--- config.mk ---
export PLATFORM = sky130hd
export DESIGN_NAME = controller_status_and_index_port
export DESIGN_NICKNAME = d
export VERILOG_FILES = /design/src/rtl/csr_block_pkg.sv /design/src/rtl/interval_timer.sv /design/src/rtl/sticky_flags.sv /design/src/rtl/controller_status_and_index_port.sv
export SDC_FILE = /design/constraint.sdc
export NUM_CORES = 1
export LEC_CHECK = 0
export BUFFER_PORTS_ARGS = -buffer_cell sky130_fd_sc_hd__clkbuf_2
export CORE_MARGIN = 1
export CORE_UTILIZATION = 40
export CTS_CLUSTER_DIAMETER = 50
export DETAILED_ROUTE_END_ITERATION = 8
export PLACE_DENSITY = 0.57
export RECOVER_POWER = 50
export SLEW_MARGIN = 20
export SYNTH_ARGS = -nofsm -noshare
export SYNTH_HDL_FRONTEND = slang
export SYNTH_SLANG_ARGS = --single-unit
--- constraint.sdc ---
create_clock -name core_clk -period 4.3 [get_ports core_clk]
set_input_delay 0.215 -clock core_clk [delete_from_list [all_inputs] [get_ports core_clk]]
set_output_delay 0.215 -clock core_clk [all_outputs]
set_load 0.02 [all_outputs]
--- src/rtl/csr_block_pkg.sv ---
// Constants shared by the controller status word, index pointer and helper modules
package csr_block_pkg;

    // Host port selection: index pointer or data port
    localparam logic       PORT_INDEX        = 1'b0;
    localparam logic       PORT_DATA         = 1'b1;

    // Index pointer layout
    localparam int         INDEX_WIDTH       = 7;
    localparam logic [6:0] INDEX_RESET       = 7'h00;

    // Register indices reached through the data port
    localparam logic [6:0] IDX_STATUS_WORD   = 7'h00;
    localparam logic [6:0] IDX_MASK_WORD     = 7'h03;

    // Status word bit positions
    localparam int         BIT_FAULT_SUM     = 15;
    localparam int         BIT_FLAG_HI       = 14;
    localparam int         BIT_FLAG_LO       = 8;
    localparam int         BIT_INT_PEND      = 7;
    localparam int         BIT_IRQ_GATE      = 6;
    localparam int         BIT_RX_ACTIVE     = 5;
    localparam int         BIT_TX_ACTIVE     = 4;
    localparam int         BIT_POLL_REQ      = 3;
    localparam int         BIT_STOP          = 2;
    localparam int         BIT_START         = 1;
    localparam int         BIT_INIT          = 0;

    // Sticky flag vector, index = status bit minus BIT_FLAG_LO
    localparam int         FLAG_COUNT        = 7;
    localparam int         FL_BABBLE         = 6;
    localparam int         FL_COLL_FAULT     = 5;
    localparam int         FL_DROPPED        = 4;
    localparam int         FL_GRANT_FAULT    = 3;
    localparam int         FL_RX_DONE        = 2;
    localparam int         FL_TX_DONE        = 1;
    localparam int         FL_INIT_DONE      = 0;
    // Flags able to raise an interrupt; the collision test fault never does
    localparam logic [6:0] FLAG_IRQ_CAPABLE  = 7'h5F;
    localparam logic [6:0] FLAG_RESET        = 7'h00;
    localparam logic [6:0] MASK_RESET        = 7'h00;

    // Timing
    localparam int         CLK_PERIOD_NS     = 25;
    localparam int         BIT_TIME_NS       = 100;
    localparam int         COLL_WINDOW_BITS  = 20;
    localparam int         GRANT_TIMEOUT_US  = 50;
    // Longest wait, rounded down
    localparam int         COLL_WINDOW_CYC   = (COLL_WINDOW_BITS * BIT_TIME_NS) / CLK_PERIOD_NS;
    // Least wait, rounded up
    localparam int         GRANT_TIMEOUT_CYC = (GRANT_TIMEOUT_US * 1000 + CLK_PERIOD_NS - 1) / CLK_PERIOD_NS;

    // Babble threshold: the 1519th byte of a frame trips it
    localparam logic [10:0] BABBLE_BYTES     = 11'h5EF;
    localparam logic [10:0] BYTE_COUNT_RESET = 11'h000;

endpackage : csr_block_pkg

--- src/rtl/interval_timer.sv ---
// Cycle timer that fires once after running for a set number of cycles
`timescale 1ns/10ps
module interval_timer #(
    parameter logic [15:0] LIMIT = 16'h0001
) (
    // Clock and reset
    input  wire logic core_clk,
    input  wire logic reset,
    // Timer control and result
    input  wire logic run,
    output logic      expired_q
);

    logic [15:0] count_q;
    logic        fired_q;

    // Counting restarts whenever run drops, so only an unbroken wait fires
    always_ff @(posedge core_clk) begin
        if (reset || !run) begin
            count_q   <= 16'h0000;
            fired_q   <= 1'b0;
            expired_q <= 1'b0;
        end else if (!fired_q && count_q == LIMIT - 16'h0001) begin
            fired_q   <= 1'b1;
            expired_q <= 1'b1;
        end else begin
            count_q   <= fired_q ? count_q : count_q + 16'h0001;
            expired_q <= 1'b0;
        end
    end
endmodule : interval_timer

--- src/rtl/sticky_flags.sv ---
// Bank of sticky event flags, set by hardware and cleared by writing one
`timescale 1ns/10ps
module sticky_flags #(
    parameter int WIDTH = 7
) (
    // Clock and reset
    input  wire logic             core_clk,
    input  wire logic             reset,
    // Set, clear and wipe controls
    input  wire logic [WIDTH-1:0] set_vec,
    input  wire logic [WIDTH-1:0] clear_vec,
    input  wire logic             wipe,
    // Flag state
    output logic      [WIDTH-1:0] flags_q
);

    // One flag per bit; a set in the clearing cycle wins so no event is lost
    genvar i;
    generate
        for (i = 0; i < WIDTH; i++) begin : g_flag
            always_ff @(posedge core_clk) begin
                if (reset || wipe) begin
                    flags_q[i] <= 1'b0;
                end else if (set_vec[i]) begin
                    flags_q[i] <= 1'b1;
                end else if (clear_vec[i]) begin
                    flags_q[i] <= 1'b0;
                end
            end
        end
    endgenerate
endmodule : sticky_flags

--- src/rtl/controller_status_and_index_port.sv ---
// Index pointer and controller status word with its command and flag logic
// Function
// - Index pointer keeps a 7-bit select field; upper bits read zero.
// - Reset clears the index pointer field.
// - Bit 15 is the read-only OR of four error flags.
// - Babble flag sets when a transmitted frame reaches 1519 bytes.
// - Interrupt line asserts for unmasked causes only while irq_gate is one.
// - Sticky flags set by hardware, cleared by writing one, reset or stop.
// - Collision test fault on missing collision after send outside twisted-pair mode, or link-fail send in that mode.
// - Collision test fault never interrupts but feeds the summary bit.
// - Dropped frame flag sets when no receive descriptor is free.
// - Bus grant fault sets when acknowledge is missing 50 us after request.
// - Receive done flag sets after frame received and last buffer returned.
// - Transmit done flag sets after frame sent and last buffer returned.
// - Init done flag sets once the initialization block is read.
// - Interrupt pending is read-only OR of all unmasked causes while not stopped; stop holds it low.
// - irq_gate follows written value; reset or stop clears it.
// - Poll request forces ring check; dropped when transmitter inactive.
// - Poll request set by writing one, cleared by fetch, reset or stop.
// - Stop halts activity until start or init; stop wins over both.
`timescale 1ns/10ps
module controller_status_and_index_port
    import csr_block_pkg::*;
(
    // Clock and reset
    input  wire logic        core_clk,
    input  wire logic        reset,
    // Host register port
    input  wire logic        host_write,
    input  wire logic        host_read,
    input  wire logic        port_select,
    input  wire logic [15:0] host_wdata,
    output logic      [15:0] host_rdata_q,
    // Configuration levels
    input  wire logic        receive_disable,
    input  wire logic        transmit_disable,
    // Transmit engine events
    input  wire logic        tx_frame_start,
    input  wire logic        tx_byte_sent,
    input  wire logic        tx_frame_end,
    input  wire logic        tp_mode,
    input  wire logic        link_fail,
    // Descriptor manager and initialization events
    input  wire logic        rx_frame_dropped,
    input  wire logic        rx_done_event,
    input  wire logic        tx_done_event,
    input  wire logic        init_done_event,
    input  wire logic        descriptor_fetch,
    // Other interrupt causes, already masked elsewhere
    input  wire logic        missed_count_overflow,
    input  wire logic        collision_count_overflow,
    input  wire logic        line_overdrive_flag,
    input  wire logic        transmit_start_flag,
    // Bus mastership
    input  wire logic        bus_master,
    input  wire logic        drq_active,
    input  wire logic        dack_pin,
    input  wire logic        collision_pin,
    // Controller state to the rest of the chip
    output logic             stop_q,
    output logic             start_command_q,
    output logic             init_command_q,
    output logic             receiver_active_q,
    output logic             transmitter_active_q,
    output logic             transmit_poll_request_q,
    output logic             irq_q
);

    logic [INDEX_WIDTH-1:0] index_q;
    logic [6:0]             mask_q;
    logic                   irq_gate_q;
    logic                   wait_init_q;
    logic                   coll_wait_q;
    logic [10:0]            byte_count_q;
    logic [1:0]             pin_meta_q;
    logic [1:0]             pin_sync_q;
    logic [6:0]             flags_q;
    logic                   coll_expired;
    logic                   grant_expired;

    // Pins from outside pass two flip-flops before any logic sees them
    always_ff @(posedge core_clk) begin
        pin_meta_q <= {collision_pin, dack_pin};
        pin_sync_q <= pin_meta_q;
    end

    wire coll_sync = pin_sync_q[1];
    wire dack_sync = pin_sync_q[0];

    // Access decode
    wire wr_index  = host_write && port_select == PORT_INDEX;
    wire wr_data   = host_write && port_select == PORT_DATA;
    wire wr_status = wr_data && index_q == IDX_STATUS_WORD;
    wire wr_mask   = wr_data && index_q == IDX_MASK_WORD;

    // Stop overrides start and init written in the same access
    wire stop_set  = wr_status && host_wdata[BIT_STOP];
    wire start_set = wr_status && host_wdata[BIT_START] && !host_wdata[BIT_STOP];
    wire init_set  = wr_status && host_wdata[BIT_INIT] && !host_wdata[BIT_STOP];

    always_ff @(posedge core_clk) begin
        if (reset) begin
            index_q <= INDEX_RESET;
        end else if (wr_index) begin
            index_q <= host_wdata[INDEX_WIDTH-1:0];
        end
    end

    // Mask register; the collision fault position is reserved and kept zero
    always_ff @(posedge core_clk) begin
        if (reset) begin
            mask_q <= MASK_RESET;
        end else if (wr_mask) begin
            mask_q <= host_wdata[BIT_FLAG_HI:BIT_FLAG_LO] & FLAG_IRQ_CAPABLE;
        end
    end

    always_ff @(posedge core_clk) begin
        if (reset) begin
            stop_q          <= 1'b1;
            start_command_q <= 1'b0;
            init_command_q  <= 1'b0;
        end else if (stop_set) begin
            stop_q          <= 1'b1;
            start_command_q <= 1'b0;
            init_command_q  <= 1'b0;
        end else if (start_set || init_set) begin
            stop_q          <= 1'b0;
            start_command_q <= start_command_q || start_set;
            init_command_q  <= init_command_q || init_set;
        end
    end

    always_ff @(posedge core_clk) begin
        if (reset || stop_set) begin
            irq_gate_q <= 1'b0;
        end else if (wr_status) begin
            irq_gate_q <= host_wdata[BIT_IRQ_GATE];
        end
    end

    // Joint start and init defers the enables until init completes
    wire enable_now = (start_set && !init_set) || (wait_init_q && init_done_event);

    always_ff @(posedge core_clk) begin
        if (reset || stop_set || enable_now) begin
            wait_init_q <= 1'b0;
        end else if (start_set && init_set) begin
            wait_init_q <= 1'b1;
        end
    end

    always_ff @(posedge core_clk) begin
        if (reset || stop_set) begin
            receiver_active_q    <= 1'b0;
            transmitter_active_q <= 1'b0;
        end else if (enable_now) begin
            receiver_active_q    <= !receive_disable;
            transmitter_active_q <= !transmit_disable;
        end
    end

    // poll request; a write while idle is dropped, set beats fetch
    wire poll_set = wr_status && host_wdata[BIT_POLL_REQ] && transmitter_active_q;

    always_ff @(posedge core_clk) begin
        if (reset || stop_set || !transmitter_active_q) begin
            transmit_poll_request_q <= 1'b0;
        end else if (poll_set) begin
            transmit_poll_request_q <= 1'b1;
        end else if (descriptor_fetch) begin
            transmit_poll_request_q <= 1'b0;
        end
    end

    // babble byte count, saturating at the threshold
    always_ff @(posedge core_clk) begin
        if (reset || tx_frame_start) begin
            byte_count_q <= BYTE_COUNT_RESET;
        end else if (tx_byte_sent && byte_count_q != BABBLE_BYTES) begin
            byte_count_q <= byte_count_q + 11'h001;
        end
    end

    wire babble_hit = tx_byte_sent && byte_count_q == BABBLE_BYTES - 11'h001;

    // collision test window opens at frame end, closes on collision
    always_ff @(posedge core_clk) begin
        if (reset || stop_set || coll_sync || coll_expired || tp_mode) begin
            coll_wait_q <= 1'b0;
        end else if (tx_frame_end) begin
            coll_wait_q <= 1'b1;
        end
    end

    interval_timer #(.LIMIT(16'(COLL_WINDOW_CYC))) u_coll_timer (
        .core_clk  (core_clk),
        .reset     (reset),
        .run       (coll_wait_q),
        .expired_q (coll_expired)
    );

    // grant wait restarts whenever acknowledge arrives
    interval_timer #(.LIMIT(16'(GRANT_TIMEOUT_CYC))) u_grant_timer (
        .core_clk  (core_clk),
        .reset     (reset),
        .run       (bus_master && drq_active && !dack_sync),
        .expired_q (grant_expired)
    );

    // flag sources; a stopped controller raises nothing
    wire coll_fault = coll_expired || (tp_mode && link_fail && tx_byte_sent);
    wire [6:0] flag_set = stop_q ? FLAG_RESET :
        {babble_hit, coll_fault, rx_frame_dropped, grant_expired, rx_done_event, tx_done_event, init_done_event};
    wire [6:0] flag_clear = wr_status ? host_wdata[BIT_FLAG_HI:BIT_FLAG_LO] : FLAG_RESET;

    sticky_flags #(.WIDTH(FLAG_COUNT)) u_flags (
        .core_clk  (core_clk),
        .reset     (reset),
        .set_vec   (flag_set),
        .clear_vec (flag_clear),
        .wipe      (stop_set),
        .flags_q   (flags_q)
    );

    wire fault_sum = |flags_q[FL_BABBLE:FL_GRANT_FAULT];
    // pending causes; collision fault excluded by the capable mask
    wire other_causes = missed_count_overflow || collision_count_overflow || line_overdrive_flag || transmit_start_flag;
    wire int_pending  = !stop_q && (|(flags_q & ~mask_q & FLAG_IRQ_CAPABLE) || other_causes);

    always_ff @(posedge core_clk) begin
        if (reset) begin
            irq_q <= 1'b0;
        end else begin
            irq_q <= irq_gate_q && int_pending;
        end
    end

    // Read views; upper pointer bits and unmapped indices read zero
    wire [15:0] index_view  = {9'h000, index_q};
    wire [15:0] status_view = {fault_sum, flags_q, int_pending, irq_gate_q, receiver_active_q,
                               transmitter_active_q, transmit_poll_request_q, stop_q, start_command_q, init_command_q};
    wire [15:0] mask_view   = {1'b0, mask_q, 8'h00};
    wire [15:0] data_view   = index_q == IDX_STATUS_WORD ? status_view :
                              index_q == IDX_MASK_WORD   ? mask_view   : 16'h0000;

    always_ff @(posedge core_clk) begin
        if (reset) begin
            host_rdata_q <= 16'h0000;
        end else if (host_read) begin
            host_rdata_q <= port_select == PORT_INDEX ? index_view : data_view;
        end
    end
endmodule : controller_status_and_index_port

==> results of run 1 <==
## final cells by class
| class | count | area [um2] |
|---|---|---|
| fill | 1059 | 5510 |
| multi-input combinational | 353 | 2180 |
| sequential | 97 | 1940 |
| timing repair buffer | 64 | 302 |
| tap | 136 | 170 |
| clock buffer | 11 | 151 |
| inverter | 20 | 75.1 |
| clock inverter | 5 | 40.0 |
## per-stage QoR
step,utilization,setup WS (ns)
after detailed placement,0.451,2.02
final,0.469,2.03
after global routing,0.469,1.88
after global placement,0.451,2.08
after floorplan,-,2.67
after CTS,0.472,2.02
## registers in the layout, summed over array words and instances, names as in the netlist, 2 cells and up
name,count
host_rdata_q,16
u_coll_timer.count_q,16
u_grant_timer.count_q,16
byte_count_q,11
index_q,7
u_flags.flags_q,7
mask_q,6
pin_meta_q,2
pin_sync_q,2
## kinds of logic after synthesis
family | after synthesis
AOI/OAI and AO/OA | 103
xor gates and xnor gates | 21
adders and majority gates | 4
buffers and inverters | 43
DFF | 97
muxes | 11
and+or+nand+nor | 214
## Yosys cell counts (all sizes together) (3+ instances only)
cell,n,area (um2)
or4,4,30.0
dfxtp,97,1940
nand2b,16,100
nand4,10,77.6
nor3b,3,22.5
o21ai,17,85.1
nand4b,5,58.8
nand3,15,75.1
inv,20,75.1
a31oi,9,56.3
or3,8,50.1
buf,6,32.5
xnor2,15,131
a41o,4,40.0
and3,8,50.1
xor2,6,52.6
nor2b,5,31.3
a32oi,5,43.8
nand2,28,105
a21oi,45,225
nor4b,4,50.1
nor4,8,56.3
ha,4,50.1
a31o,3,26.3
clkbuf,17,63.8
and4,5,43.8
nor3,22,110
nor4bb,3,30.0
nor2,60,225
a21o,8,60.1
mux2i,11,110
## worst register-to-register path: stages, from the launching register on
cell and delay [ns]:
dfxtp_1 0.36, nor4_2 0.45, and3_1 0.59, a21o_1 0.61, nor3_1 0.13
## how the worst max path moves through the flow
stage | from | to | slack [ns] | depth (start not counted)
after CTS | index_q[0] | transmitter_active_q | 2.02 | 4
after global routing | index_q[0] | wait_init_q | 1.88 | 4
after floorplan | u_coll_timer.count_q[0] | u_coll_timer.count_q[3] | 2.67 | 6
after detailed placement | index_q[0] | transmitter_active_q | 2.02 | 4
after global placement | index_q[0] | wait_init_q | 2.08 | 4
final | index_q[0] | wait_init_q | 2.03 | 4
## routing by layer
layer / GRT usage / wire [um] / vias up
li1: - / - / 1872
met1: 0.249 / 4740 / 1738
met2: 0.281 / 4290 / 76
met3: 0.0303 / 394 / 10
met4: 0.0655 / 145 / 0
met5: 0 / 0 / -
## power by group
part           leakage, nW  internal (mW)  switching (mW)
clock network       0.0878          0.244           0.319
registers            0.786          0.913          0.0133
logic                0.935         0.0412          0.0678
## repair_timing
item | CTS | global route
gates resized for setup | 0 | 0
hold buffers | 2 | 0
endpoints found under the hold margin | 2 | 0
==> PnR_summary.wiki, run 1 <==
{| class="wikitable"
! Metric !! Value
|-
| Outcome || complete, but fails checks
|-
| Violated checks || capacitance limit, slew limit
|-
| Hold Startpoint || receive_disable
|-
| Unique cell type count in the Yosys netlist || 52
|-
| Clock tree from TritonCTS || yes
|-
| Worst hold slack after final layout || 0.0471 ns
|-
| Area enclosed by the die boundary || roughly 11000 um2
|-
| Static leakage || about 1.8 nW
|-
| Vertical extent of the die || between 100 and 150 um
|-
| Number of I/O pins || 64
|-
| Period Utilization, post-route || 0.528
|-
| TritonCTS buffer count || 9
|-
| Antenna cells || 0
|-
| Min-delay worst type || input pin to register
|-
| Minimum clock period after layout || 2.27 ns
|-
| Crit path max-delay family || simple AND/OR/NAND/NOR gates
|-
| Power density over cell area || 329 nW/um2
|-
| Clock-pin slew on the worst setup and hold paths || 0.10 ns
|-
| Critical Setup Path Class || register to register
|-
| Post-synthesis instance area || 4290 um2
|-
| Count of flip-flops with a built-in enable after synthesis || 0
|-
| Maximum number of pins on one net before global-route repair || 37
|-
| Endpoint of the lowest-slack register-to-register path || wait_init_q
|-
| Predominant post-synthesis flop cell || dfxtp_1
|-
| # clock sinks || 97
|-
| Via density per instance || 5.39
|-
| Commonest non-fill, non-tap cell in the layout || dfxtp_1
|-
| Post-Syn Nets || about 540
|-
| Startpoint of the lowest-slack register-to-register path || index_q[0]
|-
| Count of state elements after synthesis || 97
|-
| Worst R2R Setup Slack || slightly above 2 ns
|-
| Overflow after GRT || 0
|-
| Via total after detailed routing || 3696
|-
| Post-Syn Instances || just under 500
|-
| Count of final hold-check violations || 0
|-
| Area of placed instances || 4680 um2
|-
| Cells along the critical path || nor4_2, and3_1, a21o_1, nor3_1
|-
| Tightest Pin Transition || 1.67 ns
|-
| Placed cells || 668
|-
| Number of nets with antenna violations after routing || 0
|-
| Antenna violations before repair || 0
|-
| Total power || about 1.6 mW
|-
| Root buffer cell || clkbuf_8
|-
| Initial Util || 0.414
|-
| Total wire length after detailed routing || 9580 um
|-
| Data arrival time of the critical path || 2.49 ns
|-
| Area overhead of the layout relative to synthesis || 13.2%
|-
| Max H-tree Level || 3
|-
| Buffer levels on the longest clock path || 2
|-
| Leading cell types in the layout, fill and taps excluded || 97 x dfxtp_1, 60 x nor2_1, 45 x a21oi_1
|-
| CP required || about 4.5 ns
|-
| Mux cell area share after synthesis || 0.0256
|-
| Clock skew after layout || 0.0162 ns
|-
| Worst hold path cell count || 2
|-
| Placeable Area || 10400 um2
|-
| Share of cells above drive strength 1 || 0.113
|-
| Slew Limit Fails || 37
|-
| Weighted congestion at the end of routability-driven global placement || 0.854
|-
| Final setup TNS || 0 ns
|-
| Cell type of the slowest stage on the worst timing path || a21o_1
|-
| Post-CTS setup buffer count || 0
|-
| Peak Freq || 0.440 GHz
|-
| Warning count from the yosys run || 0
|-
| # setup viols final || 0
|-
| Net total in the final layout || 590
|-
| Via count of the first global-routing pass || 3408
|-
| Post-route insts no fill || 686
|-
| Adder and majority gate portion of the synthesized area || 0.0117
|-
| Worst Setup End Kind || register
|-
| Seq/Total Area, Yosys || 0.452
|-
| Detailed Routing Iterations Pass 1 || 4
|-
| Number of core rows || 37
|-
| DRC viols || 0
|-
| Post-route design area || about 4900 um2
|-
| Final routed wire length divided by cell count || 14.0 um
|-
| Wire length of the first global-routing pass || ~16000 um
|-
| Worst-case reg-to-reg path depth || 4
|-
| Detail Placement HPWL || 6770 um
|-
| Relative max-transition margin || -0.110
|-
| Worst-path fanout max || 16
|-
| Buffer and inverter count on the worst path || 0
|-
| Worst min-delay path endpoint || receiver_active_q
|-
| RSZ-0062 raised after global routing || no
|-
| Largest incremental delay on the critical path || about 0.60 ns
|-
| DRC marker count from the first detailed-route iteration || 120
|-
| Xor and xnor fraction of the mapped netlist area || 0.0428
|-
| Syn Area/Cell || 8.71 um2
|-
| Width of the die || around 110 um
|-
| Worst-case vdd ir drop || 142 uV
|-
| Crit path launch type || register
|-
| Simple-gate portion of the synthesized area || 0.280
|-
| Compound-Gate Fraction of Synth Area || 0.147
|-
| GRT Overall Usage || 0.180
|-
| Count of input and output buffers || 61
|-
| Clock insertion delay at the later pin of the skew report || roughly 0.36 ns
|-
| Ys async rst share || 0
|-
| Max-Cap Viols || 1
|-
| Combinational family with the most area after synthesis || simple AND/OR/NAND/NOR gates
|}
Note: power is estimated with default switching activity, not from simulation.
==> run 2: changes to the inputs <==
--- a/config.mk
+++ b/config.mk
@@ -5,6 +5,7 @@
 export SDC_FILE = /design/constraint.sdc
 export NUM_CORES = 1
 export LEC_CHECK = 0
+export ABC_AREA = 1
 export BUFFER_PORTS_ARGS = -buffer_cell sky130_fd_sc_hd__clkbuf_2
 export CORE_MARGIN = 1
 export CORE_UTILIZATION = 40
==> constraint.sdc (replaced) <==
create_clock -name core_clk -period 2.23 [get_ports core_clk]
set_input_delay 0.1115 -clock core_clk [delete_from_list [all_inputs] [get_ports core_clk]]
set_output_delay 0.1115 -clock core_clk [all_outputs]
set_load 0.02 [all_outputs]
==> PnR_summary.wiki, run 2 <==
{| class="wikitable"
! Metric !! Value
|-
| Critical Setup Path Class || register to register
|-
| Via total after detailed routing || 4594
|-
| Final setup TNS || 0 ns
|-
| Initial Util || 0.417
|-
| Via density per instance || 4.95
|-
| Clock tree from TritonCTS || yes
|-
| Detail Placement HPWL || 8580 um
|-
| Worst R2R Setup Slack || 0.35 ns
|-
| Static leakage || roughly 2.1 nW
|-
| Peak Freq || 0.531 GHz
|-
| Root buffer cell || clkbuf_16
|-
| Cell type of the slowest stage on the worst timing path || clkbuf_1
|-
| DRC viols || 6
|-
| Count of flip-flops with a built-in enable after synthesis || 0
|-
| Cells taking the most area after synthesis || dfxtp_1 40%, nand2_1 15%, nor2_1 7.0%
|-
| Worst Setup End Kind || register
|-
| # setup viols final || 0
|-
| Period Utilization, post-route || 0.845
|-
| Area enclosed by the die boundary || 12600 um2
|-
| Placeable Area || 11700 um2
|-
| Width of the die || between 100 and 150 um
|-
| Slew Limit Fails || 0
|-
| Antenna cells || 0
|-
| Cells along the critical path || nor2_1, nand2_1, nor2_1, clkbuf_1, nand2_1, inv_1, nand2_1, nand3_1, nand2_1, inv_1
|-
| Count of state elements after synthesis || between 90 and 100
|-
| Count of input and output buffers || 61
|-
| Post-synthesis instance area || 4870 um2
|-
| Detailed Routing Iterations Pass 1 || 7
|-
| Min-delay worst type || input pin to register
|-
| Proportion of netlist area held by the largest area contributor || 0.399
|-
| Max H-tree Level || 3
|-
| Count of final hold-check violations || 0
|-
| Leading cell types in the layout, fill and taps excluded || 190 x nand2_1, 97 x dfxtp_1, 92 x nor2_1
|-
| Overflow after GRT || 0
|-
| Outcome || complete, but fails checks
|-
| Area overhead of the layout relative to synthesis || 14.6%
|-
| Number of core rows || 39
|-
| Violated checks || DRC
|-
| Worst path most repeated cell || nand2_1
|-
| Largest incremental delay on the critical path || 0.40 ns
|-
| Clock-pin slew on the worst setup and hold paths || approximately 0.070 ns
|-
| Buffer levels on the longest clock path || 2
|-
| Worst-path fanout max || 10
|-
| Share of cells above drive strength 1 || 0.116
|-
| Net total in the final layout || just over 800
|-
| Number of gates resized after CTS || 0
|-
| Wire length of the first global-routing pass || 19500 um
|-
| Post-Syn Instances || about 720
|-
| Vertical extent of the die || 112 um
|-
| Data arrival time of the critical path || ~2.2 ns
|-
| Maximum number of pins on one net before global-route repair || 18
|-
| DRC marker count from the first detailed-route iteration || between 300 and 400
|-
| Antenna violations before repair || 0
|-
| Total power || 3.65 mW
|-
| Post-Syn Nets || 763
|-
| Global-route met2 utilization || 0.311
|-
| Commonest non-fill, non-tap cell in the layout || nand2_1
|-
| Minimum clock period after layout || 1.88 ns
|-
| Tightest Pin Transition || 0.726 ns
|-
| Unique cell type count in the Yosys netlist || 33
|-
| Total wire length after detailed routing || approximately 12000 um
|-
| GRT Overall Usage || 0.193
|-
| Worst-case vdd ir drop || 265 uV
|-
| Clock skew after layout || 0.00506 ns
|-
| Ys async rst share || 0
|-
| Seq/Total Area, Yosys || 0.399
|-
| Via count of the first global-routing pass || between 4000 and 5000
|-
| Final routed wire length divided by cell count || around 12 um
|-
| Area leader, netlist || dfxtp_1
|-
| Max-Cap Viols || 0
|-
| Warning count from the yosys run || 0
|-
| Post-CTS setup buffer count || 0
|-
| TritonCTS buffer count || 9
|-
| Routing usage on met1 || 0.260
|-
| Clock insertion delay at the later pin of the skew report || 0.34 ns
|-
| Number of nets with antenna violations after routing || 0
|-
| Number of buffers inserted for hold repair after clock tree synthesis || 2
|-
| Weighted congestion at the end of routability-driven global placement || around 0.84
|-
| Largest registers || host_rdata_q x16, u_coll_timer.count_q x16, u_grant_timer.count_q x16
|-
| Most used routing layer || met2
|-
| Most frequent cell after synthesis || nand2_1
|-
| RSZ-0062 raised after global routing || no
|-
| Predominant post-synthesis flop cell || dfxtp_1
|-
| Power density over cell area || roughly 650 nW/um2
|-
| Total of fill cells in the finished design || 1229
|-
| Syn Area/Cell || 6.78 um2
|-
| Number of I/O pins || 64
|-
| # clock sinks || 97
|-
| Relative max-transition margin || 0.516
|-
| Crit path launch type || register
|-
| Leading post-synthesis cells by instance count || 190 x nand2_1, 97 x dfxtp_1, 91 x nor2_1
|-
| Met3 Track Usage GR || 0.0367
|-
| CP required || roughly 2.5 ns
|}
-- run 2: cell count changes after synthesis, moves of 10 or more --
cell / previous run / this run
o21ai_0: 17 / 40
a21oi_2: 0 / 11
nand2b_1: 16 / 0
nand3_1: 15 / 63
inv_1: 20 / 66
nor2_1: 60 / 91
xnor2_1: 15 / 5
nor3_1: 22 / 4
clkbuf_1: 17 / 6
nand2_1: 28 / 190
mux2i_1: 11 / 0
nand2_2: 0 / 12
-- run 2: where the power goes --
part | switching [mW] | leakage (nW) | internal (mW) | total (mW)
combinational | 0.136 | 1.14 | 0.0655 | 0.201
clock | 0.659 | 0.159 | 1.01 | 1.67
sequential | 0.0191 | 0.786 | 1.76 | 1.78
total | 0.814 | 2.08 | 2.84 | 3.65
-- run 2: metal layers --
layer	up-vias	share of wire	routed length (um)
met5	-	0	0
met4	0	0.013	150
met3	11	0.047	548
met2	91	0.44	5110
met1	2052	0.50	5730
li1	2440	-	-
-- run 2: cell type report --
| type | count | area (um2) | share of cell area |
|---|---|---|---|
| Clock buffer | 11 | 243 | 0.0435 |
| Sequential cell | 97 | 1940 | 0.348 |
| Timing Repair Buffer | 66 | 309 | 0.0554 |
| Clock inverter | 5 | 78.8 | 0.0141 |
| Inverter | 76 | 285 | 0.0511 |
| Multi-Input combinational cell | 530 | 2540 | 0.456 |
| Tap cell | 143 | 179 | 0.0321 |
-- run 2: final timing paths --
check	start	end	cells after the start
max reg2reg	index_q[4]	host_rdata_q[8]	10
max	index_q[4]	host_rdata_q[8]	10
min reg2reg	pin_meta_q[1]	pin_sync_q[1]	0
min	rx_frame_dropped	u_flags.flags_q[4]	3
-- run 2: worst max-delay path: cells and delay by family (launching register included) --
| family | cells | cell delay [ns] |
|---|---|---|
| buffers and inverters | 3 | 0.71 |
| and+or+nand+nor | 7 | 0.78 |
| DFF | 1 | 0.33 |
-- run 2: metrics by stage --
step                      setup WS, ns  hold WS [ns]  cell area, um2  instances   util
after detailed placement         0.371         0.216            5280        910  0.453
after floorplan                  0.688         0.139            4870        718      -
after global placement           0.402         0.215            5280        910  0.453
final                            0.346        0.0121            5580        928  0.478
after CTS                        0.350       0.00237            5620        928  0.482
after global routing             0.141        0.0106            5580        928  0.478
-- run 2: kinds of logic (layout without fill, tap and decap cells) --
kind of cell | after synthesis | after routing | synth area share
flip-flops | 97 | 97 | 0.399
AND/OR/NAND/NOR | 395 | 395 | 0.352
XOR/XNOR | 18 | 18 | 0.0324
adder cells (fa/ha/maj) | 4 | 4 | 0.0103
AO/OA/AOI/OAI | 113 | 113 | 0.128
buffers and inverters | 91 | 158 | 0.0781
==> run 3: changes to the inputs <==
--- a/config.mk
+++ b/config.mk
@@ -11,7 +11,7 @@
 export CORE_UTILIZATION = 40
 export CTS_CLUSTER_DIAMETER = 50
 export DETAILED_ROUTE_END_ITERATION = 8
-export PLACE_DENSITY = 0.57
+export PLACE_DENSITY = 0.59
 export RECOVER_POWER = 50
 export SLEW_MARGIN = 20
 export SYNTH_ARGS = -nofsm -noshare
==> constraint.sdc (replaced) <==
create_clock -name core_clk -period 1.6 [get_ports core_clk]
set_input_delay 0.08 -clock core_clk [delete_from_list [all_inputs] [get_ports core_clk]]
set_output_delay 0.08 -clock core_clk [all_outputs]
set_load 0.02 [all_outputs]
==> PnR_summary.wiki, run 3 (same netlist as run 2, synthesis figures left out) <==
{| class="wikitable"
! Metric !! Value
|-
| Net total in the final layout || 864
|-
| Minimum clock period after layout || 1.50 ns
|-
| Worst hold path cell count || 4
|-
| Met3 WL post-DR || 541 um
|-
| Startpoint of the lowest-slack register-to-register path || u_coll_timer.count_q[0]
|-
| Routed metal-1 wirelength || 5900 um
|-
| Worst-path fanout max || 8
|-
| Detail Placement HPWL || 9050 um
|-
| Tightest Pin Transition || roughly 0.46 ns
|-
| Vertical extent of the die || between 100 and 150 um
|-
| Outcome || complete, but fails checks
|-
| Via total after detailed routing || 4800
|-
| Slew Limit Fails || 0
|-
| Data arrival time of the critical path || roughly 1.8 ns
|-
| Worst-case reg-to-reg path depth || 10
|-
| Clock network fraction of total power || 0.445
|-
| Number of I/O pins || 64
|-
| Min-delay worst type || input pin to register
|-
| Worst Setup End Kind || register
|-
| Antenna violations before repair || 0
|-
| Total power || between 5 and 6 mW
|-
| Switching fraction of total power || 0.247
|-
| Via density per instance || 4.96
|-
| Clock-pin slew on the worst setup and hold paths || ~0.070 ns
|-
| Worst R2R Setup Slack || around 0.098 ns
|-
| Worst-case vdd ir drop || 471 uV
|-
| Post-route insts no fill || 967
|-
| Placed cells || a little over 900
|-
| Relative max-transition margin || 0.696
|-
| CP required || 1.89 ns
|-
| Buffer levels on the longest clock path || 2
|-
| Width of the die || 112 um
|-
| Clock tree from TritonCTS || yes
|-
| Detailed Routing Iterations Pass 1 || 6
|-
| Share of cells above drive strength 1 || 0.161
|-
| Largest registers || host_rdata_q x16, u_coll_timer.count_q x16, u_grant_timer.count_q x16
|-
| Peak Freq || 0.666 GHz
|-
| Clock skew after layout || between 0.009 and 0.01 ns
|-
| Hold Startpoint || tx_frame_start
|-
| TritonCTS buffer count || 9
|-
| Critical Setup Path Class || register to register
|-
| Initial Util || 0.417
|-
| Net switching component of the power || 1.25 mW
|-
| Source of the critical timing path || u_coll_timer.count_q[0]
|-
| DRC marker count from the first detailed-route iteration || 356
|-
| Count of final hold-check violations || 1
|-
| Clock insertion delay at the later pin of the skew report || 0.36 ns
|-
| Highest routed metal layer || met4
|-
| Power density over cell area || 849 nW/um2
|-
| End point of the critical path || u_coll_timer.count_q[5]
|-
| DRC viols || 10
|-
| Root buffer cell || clkbuf_16
|-
| Number of nets with antenna violations after routing || 0
|-
| Combinational Power Share || 0.066
|-
| Flop pwr share || 0.490
|-
| Static leakage || 2.27 nW
|-
| Total wire length after detailed routing || 12100 um
|-
| Antenna cells || 0
|-
| Met2 wire length || approximately 5500 um
|-
| Maximum number of pins on one net before global-route repair || 18
|-
| Cell-internal power || 3.81 mW
|-
| Area enclosed by the die boundary || 12600 um2
|-
| Final routed wire length divided by cell count || 12.6 um
|-
| Period Utilization, post-route || 0.939
|-
| Weighted congestion at the end of routability-driven global placement || about 0.89
|-
| Area overhead of the layout relative to synthesis || 22.3%
|-
| Violated checks || DRC, hold timing
|-
| Overflow after GRT || 0
|-
| Crit path launch type || register
|-
| Number of core rows || 39
|-
| # setup viols final || 0
|-
| Endpoint of the lowest-slack register-to-register path || u_coll_timer.count_q[5]
|-
| # clock sinks || 97
|-
| Max H-tree Level || 3
|-
| Max-Cap Viols || 0
|-
| Via count of the first global-routing pass || 4355
|-
| Worst hold slack after final layout || -0.000653 ns
|-
| GRT Overall Usage || 0.200
|-
| Placeable Area || 11700 um2
|-
| Wire length of the first global-routing pass || 20300 um
|-
| Leading cell types in the layout, fill and taps excluded || 189 x nand2_1, 92 x dfxtp_1, 90 x nor2_1
|-
| Commonest non-fill, non-tap cell in the layout || nand2_1
|-
| Count of input and output buffers || 61
|}
==> run 3: timing repair <==
item / 4_1_cts / 5_1_grt
gates resized for setup: 1 / 16
endpoints found under the hold margin: 13 / 0
pin swaps: 0 / 2
setup buffers: 0 / 3
hold buffers: 13 / 0
setup endpoints to repair: 2 / 40
==> run 3: metal layers <==
layer | GRT usage | vias to the layer above
li1 | - | 2521
met1 | 0.268 | 2158
met2 | 0.325 | 108
met3 | 0.0302 | 13
met4 | 0.0800 | 0
met5 | 0 | -
==> run 3: worst max-delay path, cell delays in order, from the launching register on <==
cell,delay [ns]
dfxtp_4,0.37
ha_1,0.18
nand2_2,0.08
nor2_4,0.11
inv_2,0.06
nor2_4,0.12
nand2_4,0.10
nand2_8,0.11
buf_4,0.14
nand2_1,0.05
a21oi_1,0.12
==> run 3: area by class of cell <==
| type | instances | area (um2) |
|---|---|---|
| Clock buffer | 9 | 225 |
| Timing Repair Buffer | 105 | 647 |
| Fill cell | 1222 | 5710 |
| Multi-Input combinational cell | 530 | 2590 |
| Clock inverter | 7 | 76.3 |
| Tap cell | 143 | 179 |
| Sequential cell | 97 | 1950 |
| Inverter | 76 | 288 |
==> run 3: how the worst min path moves through the flow <==
stage	slack (ns)	end
2_1_floorplan	0.11	pin_meta_q[0]
3_3_place_gp	0.19	pin_meta_q[0]
3_5_place_dp	0.19	pin_meta_q[0]
4_1_cts	0.0001	byte_count_q[8]
5_1_grt	0.02	byte_count_q[1]
6_report	-0.0007	byte_count_q[8]
==> run 3: power groups by stage <==
stage               registers, mW  clock network (mW)  logic, mW
CTS                          2.48                2.31      0.335
finish                       2.47                2.25      0.333
global route                 2.48                2.40      0.368
global placement             2.53                   0      0.304
floorplan                    2.54                   0      0.149
detailed placement           2.53                   0      0.308
==> run 3: through the flow <==
| stage | hold WS [ns] | setup slack [ns] | TNS (ns) | util | area, um2 |
|---|---|---|---|---|---|
| 2_1_floorplan | 0.108 | 0.0580 | 0 | - | 4870 |
| 3_3_place_gp | 0.186 | 0.0551 | 0 | 0.470 | 5480 |
| 3_5_place_dp | 0.186 | 0.00205 | 0 | 0.470 | 5480 |
| 4_1_cts | 0.000105 | 0.0124 | 0 | 0.507 | 5910 |
| 5_1_grt | 0.0221 | -0.00142 | -0.00235 | 0.511 | 5950 |
| 6_report | -0.000653 | 0.0980 | 0 | 0.511 | 5950 |
